==> src/design/pin_output_map.vh <==
// Purpose: Register offsets, field positions and reset values for the pin output set alias
// Assumes: 32-bit APB data, one aligned word per register
// Notes:   Included by bare name from the register block design file
`ifndef PIN_OUTPUT_MAP_VH
`define PIN_OUTPUT_MAP_VH

`define PIN_OUTPUT_SET_ALIAS_OFFSET   8'h1c
`define PIN_OUTPUT_LATCH_OFFSET       8'h40
`define PIN_FUNCTION_SELECT_OFFSET    8'h44
`define PIN_DIRECTION_OFFSET          8'h48
`define PIN_LEVEL_OFFSET              8'h4c
`define APB_ADDR_WIDTH                8
`define PIN_COUNT                     32
`define PIN_CTRL_MSB                  31
`define PIN_CTRL_LSB                  25
`define PIN_RSVD_MSB                  24
`define PIN_RSVD_LSB                  16
`define PIN_DATA_MSB                  15
`define PIN_DATA_LSB                  0
`define PIN_IMPLEMENTED_MASK          32'hfe00ffff
`define PIN_OUTPUT_LATCH_RESET        32'h00000000
`define PIN_FUNCTION_SELECT_RESET     32'h00000000
`define PIN_DIRECTION_RESET           32'h00000000
`define PIN_READ_ZERO                 32'h00000000

`endif

==> src/design/pin_drive_slice.v <==
// Purpose: Per-pin output latch bit and pin driver
// Assumes: Set and write strobes are one-cycle pulses on clk_i
// Notes:   Direct write wins over set when both arrive together
`timescale 1ns/10ps
`default_nettype none

module pin_drive_slice
(
    input  wire clk_i,
    input  wire reset_n_i,
    input  wire set_i,
    input  wire wr_i,
    input  wire wr_data_i,
    input  wire func_gpio_i,
    input  wire dir_out_i,
    input  wire periph_data_i,
    input  wire periph_oe_i,
    output reg  latch_o,
    output wire pin_o,
    output wire pin_oe_o
);

    always @(posedge clk_i or negedge reset_n_i)
    begin
        if (!reset_n_i)
            latch_o <= 1'b0;
        else if (wr_i)
            latch_o <= wr_data_i;
        else if (set_i)
            latch_o <= 1'b1;
    end

    // Latch value is held while the pin serves its peripheral
    assign pin_o    = func_gpio_i ? latch_o : periph_data_i;
    assign pin_oe_o = func_gpio_i ? dir_out_i : periph_oe_i;

endmodule // pin_drive_slice

`default_nettype wire

==> src/design/pin_output_set.v <==
// Purpose: APB register block with the write-only set alias onto the pin output latch
// Assumes: Single clock clk_i at 50 MHz, APB3 slave, zero wait states
// Notes:   Function select, direction and latch registers sit at offsets chosen here
//
// Register access over APB was decided locally.
`timescale 1ns/10ps
`default_nettype none
`include "pin_output_map.vh"

// Overview of operation
// The set alias has no storage and only writes onto the existing output latch.
// Each bit written as one to the set alias sets the matching output latch bit.
// A set latch bit drives its pin high when the pin is in GPIO mode and an output.
// Bits written as zero change nothing, so other latch bits and pins keep their values.
// Alias bits 31 to 25 serve the frame sync, clock and mute pins in documented order.
// Alias bits 15 to 0 map one-to-one onto the sixteen serializer data pins.
// Reserved bits 24 to 16 read as zero and writes to them affect no state.
// Software writes only zeros to reserved positions.
// A latch bit set while its pin is not a GPIO output holds and applies once selected.
module pin_output_set
#(
    parameter [31:0] IMPL_MASK = `PIN_IMPLEMENTED_MASK
)
(
    input  wire        clk_i,
    input  wire        reset_n_i,
    input  wire        psel_i,
    input  wire        penable_i,
    input  wire        pwrite_i,
    input  wire [7:0]  paddr_i,
    input  wire [31:0] pwdata_i,
    input  wire [31:0] pin_level_i,
    input  wire [31:0] periph_data_i,
    input  wire [31:0] periph_oe_i,
    output reg  [31:0] prdata_o,
    output wire        pready_o,
    output wire        pslverr_o,
    output wire [31:0] pin_output_latch_o,
    output wire [31:0] pin_o,
    output wire [31:0] pin_oe_o
);

    // Pin groups of the alias word
    localparam CTRL_WIDTH = `PIN_CTRL_MSB - `PIN_CTRL_LSB + 1;
    localparam RSVD_WIDTH = `PIN_RSVD_MSB - `PIN_RSVD_LSB + 1;
    localparam DATA_WIDTH = `PIN_DATA_MSB - `PIN_DATA_LSB + 1;

    // Mode and read state; the set alias itself owns no flop
    reg  [31:0]           pin_function_select_q;
    reg  [31:0]           pin_function_select_d;
    reg  [31:0]           pin_direction_q;
    reg  [31:0]           pin_direction_d;
    reg  [31:0]           prdata_d;
    reg  [31:0]           rd_d;

    // Bus decode
    reg                   hit_set;
    reg                   hit_latch;
    reg                   hit_func;
    reg                   hit_dir;
    reg                   hit_level;

    wire                  setup_phase;
    wire                  access_phase;
    wire                  wr_access;
    wire                  rd_access;
    wire                  hit_any;
    wire                  unmapped;
    wire                  wr_set;
    wire                  wr_latch;
    wire                  wr_func;
    wire                  wr_dir;

    // Data paths towards the slices and the read mux
    wire [31:0]           wr_data_masked;
    wire [31:0]           rd_level;
    wire [CTRL_WIDTH-1:0] set_ctrl;
    wire [DATA_WIDTH-1:0] set_data;
    wire [31:0]           set_vec;
    wire [31:0]           latch_wr_en;

    // Setup has psel alone, access has penable as well
    assign setup_phase  = psel_i & ~penable_i;
    assign access_phase = psel_i & penable_i;
    assign wr_access    = access_phase & pwrite_i;
    assign rd_access    = setup_phase & ~pwrite_i;

    // One register per address; every other address is unmapped
    always @*
    begin
        hit_set   = 1'b0;
        hit_latch = 1'b0;
        hit_func  = 1'b0;
        hit_dir   = 1'b0;
        hit_level = 1'b0;
        case (paddr_i)
            `PIN_OUTPUT_SET_ALIAS_OFFSET: hit_set   = 1'b1;
            `PIN_OUTPUT_LATCH_OFFSET:     hit_latch = 1'b1;
            `PIN_FUNCTION_SELECT_OFFSET:  hit_func  = 1'b1;
            `PIN_DIRECTION_OFFSET:        hit_dir   = 1'b1;
            `PIN_LEVEL_OFFSET:            hit_level = 1'b1;
            default:                      hit_set   = 1'b0;
        endcase
    end

    assign hit_any  = hit_set | hit_latch | hit_func | hit_dir | hit_level;
    assign unmapped = ~hit_any;

    // Write strobes last exactly one access cycle
    assign wr_set   = wr_access & hit_set;
    assign wr_latch = wr_access & hit_latch;
    assign wr_func  = wr_access & hit_func;
    assign wr_dir   = wr_access & hit_dir;

    // Nothing here needs time to answer, so every access ends on its first edge
    assign pready_o  = 1'b1;
    // Unmapped addresses answer with an error so stray pointers show up
    assign pslverr_o = access_phase & unmapped;

    // Unimplemented pins can never be switched to GPIO, made outputs or set
    assign wr_data_masked = pwdata_i & IMPL_MASK;
    assign rd_level       = pin_level_i & IMPL_MASK;

    // A zero in the written word gives no strobe, so that pin keeps its level
    assign set_ctrl = pwdata_i[`PIN_CTRL_MSB:`PIN_CTRL_LSB]
                    & IMPL_MASK[`PIN_CTRL_MSB:`PIN_CTRL_LSB];
    assign set_data = pwdata_i[`PIN_DATA_MSB:`PIN_DATA_LSB]
                    & IMPL_MASK[`PIN_DATA_MSB:`PIN_DATA_LSB];
    // Reserved bits 24 to 16 never reach a slice, whatever software writes
    assign set_vec  = wr_set ? {set_ctrl, {RSVD_WIDTH{1'b0}}, set_data}
                             : `PIN_READ_ZERO;

    // A direct latch write reaches implemented pins only
    assign latch_wr_en = wr_latch ? IMPL_MASK : `PIN_READ_ZERO;

    // Next values of the mode registers
    always @*
    begin
        pin_function_select_d = pin_function_select_q;
        if (wr_func)
            pin_function_select_d = wr_data_masked;
    end

    always @*
    begin
        pin_direction_d = pin_direction_q;
        if (wr_dir)
            pin_direction_d = wr_data_masked;
    end

    // Mode flops reset to peripheral drive with every pin an input
    always @(posedge clk_i or negedge reset_n_i)
    begin
        if (!reset_n_i)
            pin_function_select_q <= `PIN_FUNCTION_SELECT_RESET;
        else
            pin_function_select_q <= pin_function_select_d;
    end

    always @(posedge clk_i or negedge reset_n_i)
    begin
        if (!reset_n_i)
            pin_direction_q <= `PIN_DIRECTION_RESET;
        else
            pin_direction_q <= pin_direction_d;
    end

    // Slot n drives pin n; reserved slots never set, their latches stay low and their pins follow the peripheral
    // A bit set while its pin serves the peripheral waits here until GPIO mode returns
    genvar n;
    generate
        for (n = 0; n < `PIN_COUNT; n = n + 1)
        begin : g_pin
            pin_drive_slice u_slice
            (
                .clk_i         (clk_i),
                .reset_n_i     (reset_n_i),
                .set_i         (set_vec[n]),
                .wr_i          (latch_wr_en[n]),
                .wr_data_i     (pwdata_i[n]),
                .func_gpio_i   (pin_function_select_q[n]),
                .dir_out_i     (pin_direction_q[n]),
                .periph_data_i (periph_data_i[n]),
                .periph_oe_i   (periph_oe_i[n]),
                .latch_o       (pin_output_latch_o[n]),
                .pin_o         (pin_o[n]),
                .pin_oe_o      (pin_oe_o[n])
            );
        end
    endgenerate

    // The set alias is write-only and reads as zero
    always @*
    begin
        rd_d = `PIN_READ_ZERO;
        case (paddr_i)
            `PIN_OUTPUT_SET_ALIAS_OFFSET: rd_d = `PIN_READ_ZERO;
            `PIN_OUTPUT_LATCH_OFFSET:     rd_d = pin_output_latch_o;
            `PIN_FUNCTION_SELECT_OFFSET:  rd_d = pin_function_select_q;
            `PIN_DIRECTION_OFFSET:        rd_d = pin_direction_q;
            `PIN_LEVEL_OFFSET:            rd_d = rd_level;
            default:                      rd_d = `PIN_READ_ZERO;
        endcase
    end

    // Read data is taken in the setup cycle so it stands through the access phase
    always @*
    begin
        prdata_d = prdata_o;
        if (rd_access)
            prdata_d = rd_d;
    end

    always @(posedge clk_i or negedge reset_n_i)
    begin
        if (!reset_n_i)
            prdata_o <= `PIN_READ_ZERO;
        else
            prdata_o <= prdata_d;
    end

endmodule // pin_output_set

`default_nettype wire

==> config.mk <==
export PLATFORM = sky130hd
export DESIGN_NAME = pin_output_set
export DESIGN_NICKNAME = d
export VERILOG_FILES = /design/src/design/pin_drive_slice.v /design/src/design/pin_output_set.v
export VERILOG_INCLUDE_DIRS = /design/src /design/src/design
export SDC_FILE = /design/constraint.sdc
export NUM_CORES = 1
export LEC_CHECK = 0
export ABC_CLOCK_PERIOD_IN_PS = 1200
export BUFFER_PORTS_ARGS = -buffer_cell sky130_fd_sc_hd__buf_2
export CAP_MARGIN = 20
export CORE_ASPECT_RATIO = 0.6
export CORE_MARGIN = 2
export CORE_UTILIZATION = 47
export DETAILED_ROUTE_END_ITERATION = 6
export GPL_ROUTABILITY_DRIVEN = 0
export GPL_TIMING_DRIVEN = 1
export HOLD_SLACK_MARGIN = 0.08
export MAX_ROUTING_LAYER = met4
export PLACE_DENSITY = 0.84
export SLEW_MARGIN = 10
export SYNTH_ARGS = -nofsm -noshare
export SYNTH_HDL_FRONTEND = slang
export SYNTH_SLANG_ARGS = --single-unit
==> constraint.sdc <==
create_clock -name clk_i -period 1.2 [get_ports clk_i]
set_input_delay 0.24 -clock clk_i [delete_from_list [all_inputs] [get_ports clk_i]]
set_output_delay 0.24 -clock clk_i [all_outputs]
set_load 0.02 [all_outputs]
==> results.cfg, run 1 <==
[min_path]
hold_path_class = in -> reg

[route]
wl_per_cell_um = 21.2
route.detailed.drc = 0
initialDrtViolationCount = 246
drt-vias-per-instance = 5.49
final_antenna_net_count = 0
vias = 4419
dr.pass1.iters = 4
routed_wl_um = 17100

[timing]
period_share_pct = 131
fmax_mhz = 636
slew_viol_final = 0
hold_slack_ns = 0.156
skew_ns = 0.00749
min_period_ns = 1.57
finalSetupViolations = 140
worst_slack_ns = -0.372
hold_viol_final = 0
rsz0062_at_grt = yes

[place]
hpwl_um = 10900
numPortBuffers = 197
placed_cells = 746

[yosys]
netlist.area_leader.share_pct = 41.8
yosysTopAreaCell = dfrtp_1
synth_area_um2 = 5500
syn_inst = 480
yosysSeqAreaShare_pct = 41.8
synth_area_leaders = dfrtp_1 (42%), mux2_2 (19%), buf_4 (15%), a22oi_1 (6.0%), mux2_4 (5.5%)
synth.ff_latch_count = 92
yosysWarningCount = 0
avgSynthCellArea_um2 = 11.5
yosysUniqueCellTypes = 27

[global_routing]
grt_pass1_vias = 4589
grt_usage_pct = 27.1
grt_max_degree = 50
grt_pass1_wl_um = 24800
antenna_found_initial = 0
grt_overflow = 0

[floorplanning]
die_w_um = 144
dieArea_um2 = 12600
ios = 271
core_um2 = 11400
fp-row-count = 30
start_util_pct = 48.4
fp.dieH_um = 87.8

[layout]
diodes = 0
final_cell_mix = buf_2 (138), dfrtp_1 (81), mux2_4 (66)
fin_cells = 805
nFillCells = 860
final_nets = 781
layout.cells.most_common = buf_2
utilization_pct = 68.4
drive_above_1_share_pct = 71.5
synthToLayoutAreaGrowth_pct = 41.4

[cts]
insertion_delay_ns = 0.33
clock-root-buffer = clkbuf_16
path_clk_slew_ns = 0.07
cts_tree = yes
clockBufferDepth = 2
cts_buffers = 9
clock-sinks = 92
htree_levels = 3

[worst_setup_path]
worstPathRequired_ns = 1.41
cpPeakStageDelay_ns = 0.46
crit_path_cell_trace = buf_6, nor4b_4, and2_1, or3b_4, buf_12, mux2_4
path_delay_family = simple AND/OR/NAND/NOR gates
crit_path_start_kind = input pin
path_buf_inv = 2
worstSetupPathType = in -> reg
cp_max_fo = 13
critPathArrivalTime_ns = 1.79
crit_slowest_cell = or3b_4
critPathCaptureType = register

[outcome]
status = finished, violations left
violations = setup timing

[power]
powerDensity_nw_per_um2 = 962
power.total_mw = 7.49
p_leak_nw = 4.08
ir_drop_v = 0.000640

[run]
maxCapViolations = 0
power by group:
group / leakage, nW / switching (mW) / internal, mW
Sequential: 1.26 / 0.0605 / 3.15
Clock: 0.160 / 1.16 / 1.95
Combinational: 2.66 / 0.576 / 0.595
Total: 4.08 / 1.79 / 5.70
worst register-to-register path, cell delays in order (launching register included):
cell     delay [ns]
dfrtp_2        0.40
buf_4          0.12
mux2i_1        0.05
or3_1          0.33
a32oi_1        0.23
final timing paths:
| check | depth (start not counted) | startpoint | slack (ns) | end |
|---|---|---|---|---|
| worst max-delay path | 6 | paddr_i[4] | -0.37 | pin_direction_q[8] |
| worst min-delay path | 2 | pwdata_i[6] | 0.16 | g_pin[6].u_slice.latch_o |
| worst max register to register | 4 | pin_function_select_q[30] | -0.03 | prdata_o[30] |
| worst min register to register | 2 | prdata_o[31] | 0.52 | prdata_o[31] |
| max in group asynchronous | 3 | reset_n_i | 0.47 | pin_function_select_q[11] |
| min in group asynchronous | 2 | reset_n_i | 0.25 | pin_function_select_q[3] |
synth_stat cells:
cell type,n
nand4_1,2
and4_1,3
buf_6,3
nor3_1,1
nand3_1,3
nand2b_1,1
or3b_1,1
or3_1,1
a32oi_1,1
and2_1,1
inv_1,1
nor4b_4,1
buf_2,2
a22oi_1,44
dfrtp_1,92
conb_1,2
or4_1,1
mux2i_1,1
nor2_1,2
mux2_4,20
clkbuf_1,23
a22o_1,23
nor4b_1,1
nand2_1,25
mux2_2,94
a21oi_1,24
buf_4,107
final cells by class:
class	instances	area (um^2)	area share (%)
Clock inverter	3	68.8	0.884
Tap cell	160	200	2.57
Clock buffer	13	260	3.34
Multi-Input combinational cell	269	2740	35.2
Timing Repair Buffer	267	2190	28.2
Sequential cell	92	2320	29.7
Inverter	1	3.75	0.0482
per-layer routing:
layer / routed length (um) / track usage (%)
met5: 0 / -
met4: 295 / 7.58
met3: 1240 / 6.34
met2: 8450 / 44.5
met1: 7110 / 33.9
kinds of logic after synthesis:
group,after synthesis,share of synthesized area [%]
multiplexers,115,24.9
AO/OA/AOI/OAI,92,12.0
buffers and inverters,136,17.0
other,2,0.136
flip-flops,92,41.8
AND/OR/NAND/NOR,43,4.14
sequential cells by signal (all words and copies together), names as in the netlist:
name,count
g_pin.u_slice.latch_o,23
pin_direction_q,23
pin_function_select_q,23
prdata_o,23
stage by stage:
step	instance area (um^2)	TNS, ns	setup slack [ns]
2_1_floorplan	5740	-42.73	-0.691
3_3_place_gp	6190	-56.32	-0.761
3_5_place_dp	6190	-58.93	-0.785
4_1_cts	7600	-37.08	-0.331
5_1_grt	7780	-45.23	-0.394
6_report	7780	-40.47	-0.372
timing repair:
action	4_1_cts	5_1_grt
cloned	7	0
hold endpoints to repair	92	0
buffers inserted	24	14
hold buffers	1	0
endpoints found under the setup margin	140	152
resized for setup	205	39
pin swaps	29	19
(Power assumes the default switching activity.)
==> inputs of run 2 (changes only) <==
- CORE_UTILIZATION: 47 -> 48
- GPL_TIMING_DRIVEN: 1 -> unset
- PLACE_DENSITY: 0.84 -> unset
- PLACE_DENSITY_LB_ADDON: unset -> 0.08
- SYNTH_HIERARCHICAL: unset -> 1
==> run 2 against run 1 <==
Against the previous run: the run still ends with setup timing left; combinational power is 38% higher; critical endpoint is now pin_direction_q[6]; largest cell class unchanged; wire length up 33%; critical path type unchanged; clock skew rose by 0.0041 ns.
==> results.cfg, run 2 <==
[floorplanning]
ios = 271
dieArea_um2 = 13100
die_w_um = 147
fp.dieH_um = 89.5
fp-row-count = 31
start_util_pct = 48.8
core_um2 = 12000

[yosys]
synth_area_leaders = dfrtp_1 (47%), mux2_2 (17%), mux2_1 (8.9%), nand3_1 (3.9%), nand2_1 (3.5%)
avgSynthCellArea_um2 = 10.8
synth_top_flop_cell = dfrtp_1
yosysWarningCount = 6
async_flop_share_pct = 100
yosysTopAreaCell = dfrtp_1
yosys.cell_count.top_type = dfrtp_1
synth_common_cells = dfrtp_1 (110), mux2_2 (87), nand2_1 (55)
yosysSeqAreaShare_pct = 47.1
synth_area_um2 = 5850
netlist.area_leader.share_pct = 47.1
syn_inst = 540
synth_edf_count = 0
synth.ff_latch_count = 110
yosysUniqueCellTypes = 28

[place]
place_ws_ns = -0.604
numPortBuffers = 260
placed_cell_area_um2 = 7940
hpwl_um = 13100

[global_routing]
grt_usage_pct = 32.8
antenna_found_initial = 1
grt_overflow = 0
grt_pass1_vias = 5958
grt_max_degree = 36
grt_pass1_wl_um = 32200

[timing]
fmax_mhz = 646
finalSetupViolations = 148
tns_ns = -39.14
hold_viol_final = 0
rsz0062_at_grt = yes
worst_slack_ns = -0.348
skew_ns = 0.0116
min_period_ns = 1.55
slew_viol_final = 0
period_share_pct = 129

[layout]
reg_top3 = g_pin.u_slice/latch_o: 32 flops, prdata_o: 32 flops
layout.cells.most_common = buf_2
stdcell_area_um2 = 9910
final_cell_mix = buf_2 (198), dfrtp_1 (103), mux2_4 (85)
synthToLayoutAreaGrowth_pct = 69.5
final_nets = 1078
drive_above_1_share_pct = 62.2

[power]
ir_drop_v = 0.000801
switching_share_pct = 27.2
pwr-share-comb_pct = 19.1
power.total_mw = 8.48
power.internal_mw = 6.17
p_switching_mw = 2.31
powerDensity_nw_per_um2 = 856
p_leak_nw = 5.19
pwr-share-seq_pct = 45.7
p_clk_share_pct = 35.2

[route]
final_antenna_net_count = 0
routed_wl_um = 22800
dr.pass1.iters = 6
met2_length_um = 11000
met1_length_um = 9220
wl_per_cell_um = 20.5
dr.max_layer_used = met4
vias = 6233
route.detailed.drc = 0
drt-vias-per-instance = 5.63
initialDrtViolationCount = 390
met3_length_um = 1940

[worst_setup_path]
critPathCaptureType = register
crit_path_start_kind = input pin
worstPathRequired_ns = 1.43
cpPeakStageDelay_ns = 0.30
crit_slowest_cell = mux2_4
critPathArrivalTime_ns = 1.78
cp_max_fo = 6
crit_path_cell_trace = buf_8, nor4b_4, buf_4, buf_6, buf_6, nand4_1, buf_4, buf_8, mux2_4
worstSetupPathType = in -> reg

[cts]
htree_levels = 3
clock-root-buffer = clkbuf_16
path_clk_slew_ns = 0.07
insertion_delay_ns = 0.35
cts_buffers = 9
clock-sinks = 110
cts_tree = yes
clockBufferDepth = 2

[min_path]
hold_path_class = in -> reg

[run]
maxCapViolations = 0

[outcome]
status = finished, violations left
violations = setup timing
==> run 2: cell types whose count changed after synthesis, moves of 22 or more <==
cell	delta
a21oi_1	-24
a22oi_1	-43
a31oi_1	+23
a32oi_1	+22
and2_1	+22
buf_4	-106
mux2_1	+46
nand2_1	+30
nand3_1	+43
nor2_1	+31
o21ai_0	+32
==> run 2: stage by stage <==
stage	hold slack, ns	std cells	utilization, %
after floorplan	-0.0556	593	-
after global placement	0.148	1027	66.2
after detailed placement	0.151	1027	66.2
after CTS	0.141	1091	78.7
after global routing	0.150	1108	82.7
final	0.137	1108	82.7
==> run 2: path summary, 6_finish.rpt <==
kind / slack [ns] / startpoint / cells past startpoint / end
min reg2reg: 0.51 / prdata_o[22] / 1 / prdata_o[22]
max reg2reg: 0.03 / pin_function_select_q[6] / 4 / prdata_o[6]
max in group asynchronous: 0.33 / reset_n_i / 3 / g_pin[3].u_slice/latch_o
min: 0.14 / pwdata_i[8] / 3 / g_pin[8].u_slice/latch_o
min in group asynchronous: 0.32 / reset_n_i / 2 / pin_function_select_q[0]
max: -0.35 / paddr_i[4] / 9 / pin_direction_q[6]
==> run 2: per-layer routing <==
metal | GRT usage [%] | vias up
met5 | - | -
met4 | 10.6 | 0
met3 | 7.60 | 68
met2 | 53.2 | 381
met1 | 41.7 | 3060
li1 | - | 2724
==> run 2: repair_timing <==
| item | in CTS | in global routing |
|---|---|---|
| gates resized for setup | 191 | 110 |
| buffers inserted | 36 | 19 |
| endpoints found under the hold margin | 16 | 0 |
| hold buffers | 1 | 0 |
| endpoints found under the setup margin | 149 | 171 |
| pin swaps | 8 | 6 |
| cloned | 11 | 2 |
==> run 2: power groups by stage <==
stage	combinational, mW	sequential, mW	clock (mW)
after detailed placement	1.29	3.94	0
after global placement	1.26	3.93	0
after floorplan	0.604	3.99	0
final	1.62	3.87	2.99
after global routing	1.73	3.88	3.13
after CTS	1.47	3.87	2.97
==> run 2: worst max-delay path: cells and delay by family <==
kind,cells,cell delay [ns]
buf+inv,6,0.84
simple gates,2,0.40
mux,1,0.30
==> run 2: cell type report <==
type                       instances  area [um^2]
antenna                            1         2.50
clock buffer                      12          267
clock inverter                     4         30.0
fill                             685         2070
multi-input combinational        448         3770
sequential                       110         2760
tap                              165          206
timing repair buffer             368         2870
==> run 2: kinds of logic after synthesis <==
logic type | share of synthesized area (%)
AO/OA/AOI/OAI | 10.1
buffers and inverters | 2.74
flip-flops | 47.1
multiplexers | 25.6
other | 0.128
AND/OR/NAND/NOR | 14.3
==> inputs of run 3 (changes only) <==
- MAX_ROUTING_LAYER: met4 -> unset
==> run 3 against run 2 <==
Against the previous run: the flow still finishes with violations (setup timing); combinational power is essentially flat; wire length is essentially flat; sequential share of layout area is essentially flat; first-iteration DRC count shrank 25%; non-clock buffer count is the same; sequential cell count is the same; core utilization grew 0.13 points; sequential power is essentially flat; critical path depth is the same; count of clock-buffer cells in the layout is the same; setup slack lost 0.034 ns; design area grew 0.15%; highest routed layer is now met5.
==> results.cfg, run 3 (synthesis results as in run 2) <==
[outcome]
status = finished, violations left
violations = setup timing

[global_routing]
grt_use_met1_pct = 41.4
grt_max_degree = 36
grt_pass1_wl_um = 32100
grt_overflow = 0
grt.busiest_layer = met2
grt_usage_pct = 31.7
grt_pass1_vias = 5952
antenna_found_initial = 1
met3_usage_pct = 7.76
met2_usage_pct = 53.4

[place]
placed_cells = 1027
place_ws_ns = -0.604
numPortBuffers = 260
hpwl_um = 13100

[route]
routed_wl_um = 22800
vias = 6222
final_antenna_net_count = 0
drt-vias-per-instance = 5.62
initialDrtViolationCount = 292
wl_per_cell_um = 20.6
route.detailed.drc = 0
dr.pass1.iters = 5

[power]
switching_share_pct = 27.0
p_switching_mw = 2.28
p_leak_nw = 5.20
power.total_mw = 8.46
power.internal_mw = 6.18
pwr-share-seq_pct = 45.8
powerDensity_nw_per_um2 = 852
pwr-share-comb_pct = 19.3
p_clk_share_pct = 34.9
ir_drop_v = 0.000802

[layout]
reg_top3 = g_pin.u_slice/latch_o: 32 flops, prdata_o: 32 flops
layout.cells.most_common = buf_2
fin_cells = 1107
drive_above_1_share_pct = 62.2
final_cell_mix = buf_2 (197), dfrtp_1 (103), mux2_4 (87)
final_nets = 1078
diodes = 0
nFillCells = 685
synthToLayoutAreaGrowth_pct = 69.7

[timing]
min_period_ns = 1.58
hold_viol_final = 0
slew_viol_final = 0
worst_slack_ns = -0.382
finalSetupViolations = 149
skew_ns = 0.00843
tns_ns = -39.79
period_share_pct = 132
hold_slack_ns = 0.139
rsz0062_at_grt = yes
fmax_mhz = 632

[min_path]
hold_start = pwdata_i[8]
hold_path_class = in -> reg
hold_depth = 3
whs_endpoint = g_pin[8].u_slice/latch_o

[cts]
clock-root-buffer = clkbuf_16
insertion_delay_ns = 0.34
htree_levels = 3
path_clk_slew_ns = 0.07
clock-sinks = 110
clockBufferDepth = 2
cts_tree = yes
cts_buffers = 9

[worst_setup_path]
critPathCaptureType = register
crit_slowest_cell = mux2_4
r2r-start = pin_function_select_q[6]
crit_path_cell_trace = buf_8, nor4b_4, buf_4, buf_6, buf_6, nand4_1, buf_4, buf_8, mux2_4
cpPeakStageDelay_ns = 0.30
r2r_end = prdata_o[6]
cp_max_fo = 6
critPathArrivalTime_ns = 1.81
r2r_slack_ns = 0.02
r2r_cells = 4
worstSetupPathType = in -> reg
worstPathRequired_ns = 1.42
crit_path_start_kind = input pin

[floorplanning]
core_um2 = 12000
fp.dieH_um = 89.5
start_util_pct = 48.8
fp-row-count = 31
dieArea_um2 = 13100
ios = 271
die_w_um = 147

[run]
maxCapViolations = 0
## run 3: cell types whose count changed in the layout (fill, tap and decap cells not counted), sizes merged
cell	delta
diode	-1
## run 3: metrics by stage
step	utilization [%]	cell area, um^2
final	82.8	9930
after global routing	82.8	9930
after CTS	78.7	9430
after floorplan	-	6240
after global placement	66.2	7940
after detailed placement	66.2	7940
## run 3: area by class of cell
class | count | area [um^2] | share of cell area [%]
sequential | 110 | 2760 | 27.8
clock inverter | 4 | 30.0 | 0.303
multi-input combinational | 448 | 3780 | 38.1
tap | 165 | 206 | 2.08
timing repair buffer | 368 | 2880 | 29.0
clock buffer | 12 | 267 | 2.68
## run 3: worst max path at each step
| stage | from | end | slack (ns) | cells past startpoint |
|---|---|---|---|---|
| floorplan | penable_i | prdata_o[0] | -0.38 | 5 |
| global placement | paddr_i[5] | prdata_o[9] | -0.55 | 6 |
| detailed placement | paddr_i[5] | prdata_o[11] | -0.60 | 6 |
| CTS | pin_function_select_q[29] | pin_o[29] | -0.29 | 2 |
| global route | paddr_i[4] | pin_direction_q[6] | -0.35 | 9 |
| finish | paddr_i[4] | pin_direction_q[6] | -0.38 | 9 |
## run 3: timing repair
action,in CTS,in global routing
setup buffers,36,19
resized for setup,191,115
endpoints found under the setup margin,149,171
hold endpoints to repair,16,0
hold buffers,1,0
gates cloned,11,2
pin swaps,8,6
## run 3: routing by layer
layer  vias to the layer above  routed length (um)
met5                         -                  13
met4                         2                 567
met3                        62                2030
met2                       382               11100
met1                      3048                9110
li1                       2728                   -
## run 3: worst max-delay path: cells and delay by family
kind,cells,cell delay [ns]
buffers and inverters,6,0.85
AND/OR/NAND/NOR,2,0.42
multiplexers,1,0.30
## run 3: power groups by stage
stage / combinational, mW / sequential, mW / clock (mW)
floorplan: 0.604 / 3.99 / 0
global placement: 1.26 / 3.93 / 0
detailed placement: 1.29 / 3.94 / 0
CTS: 1.47 / 3.87 / 2.97
global route: 1.74 / 3.88 / 3.12
finish: 1.63 / 3.87 / 2.95
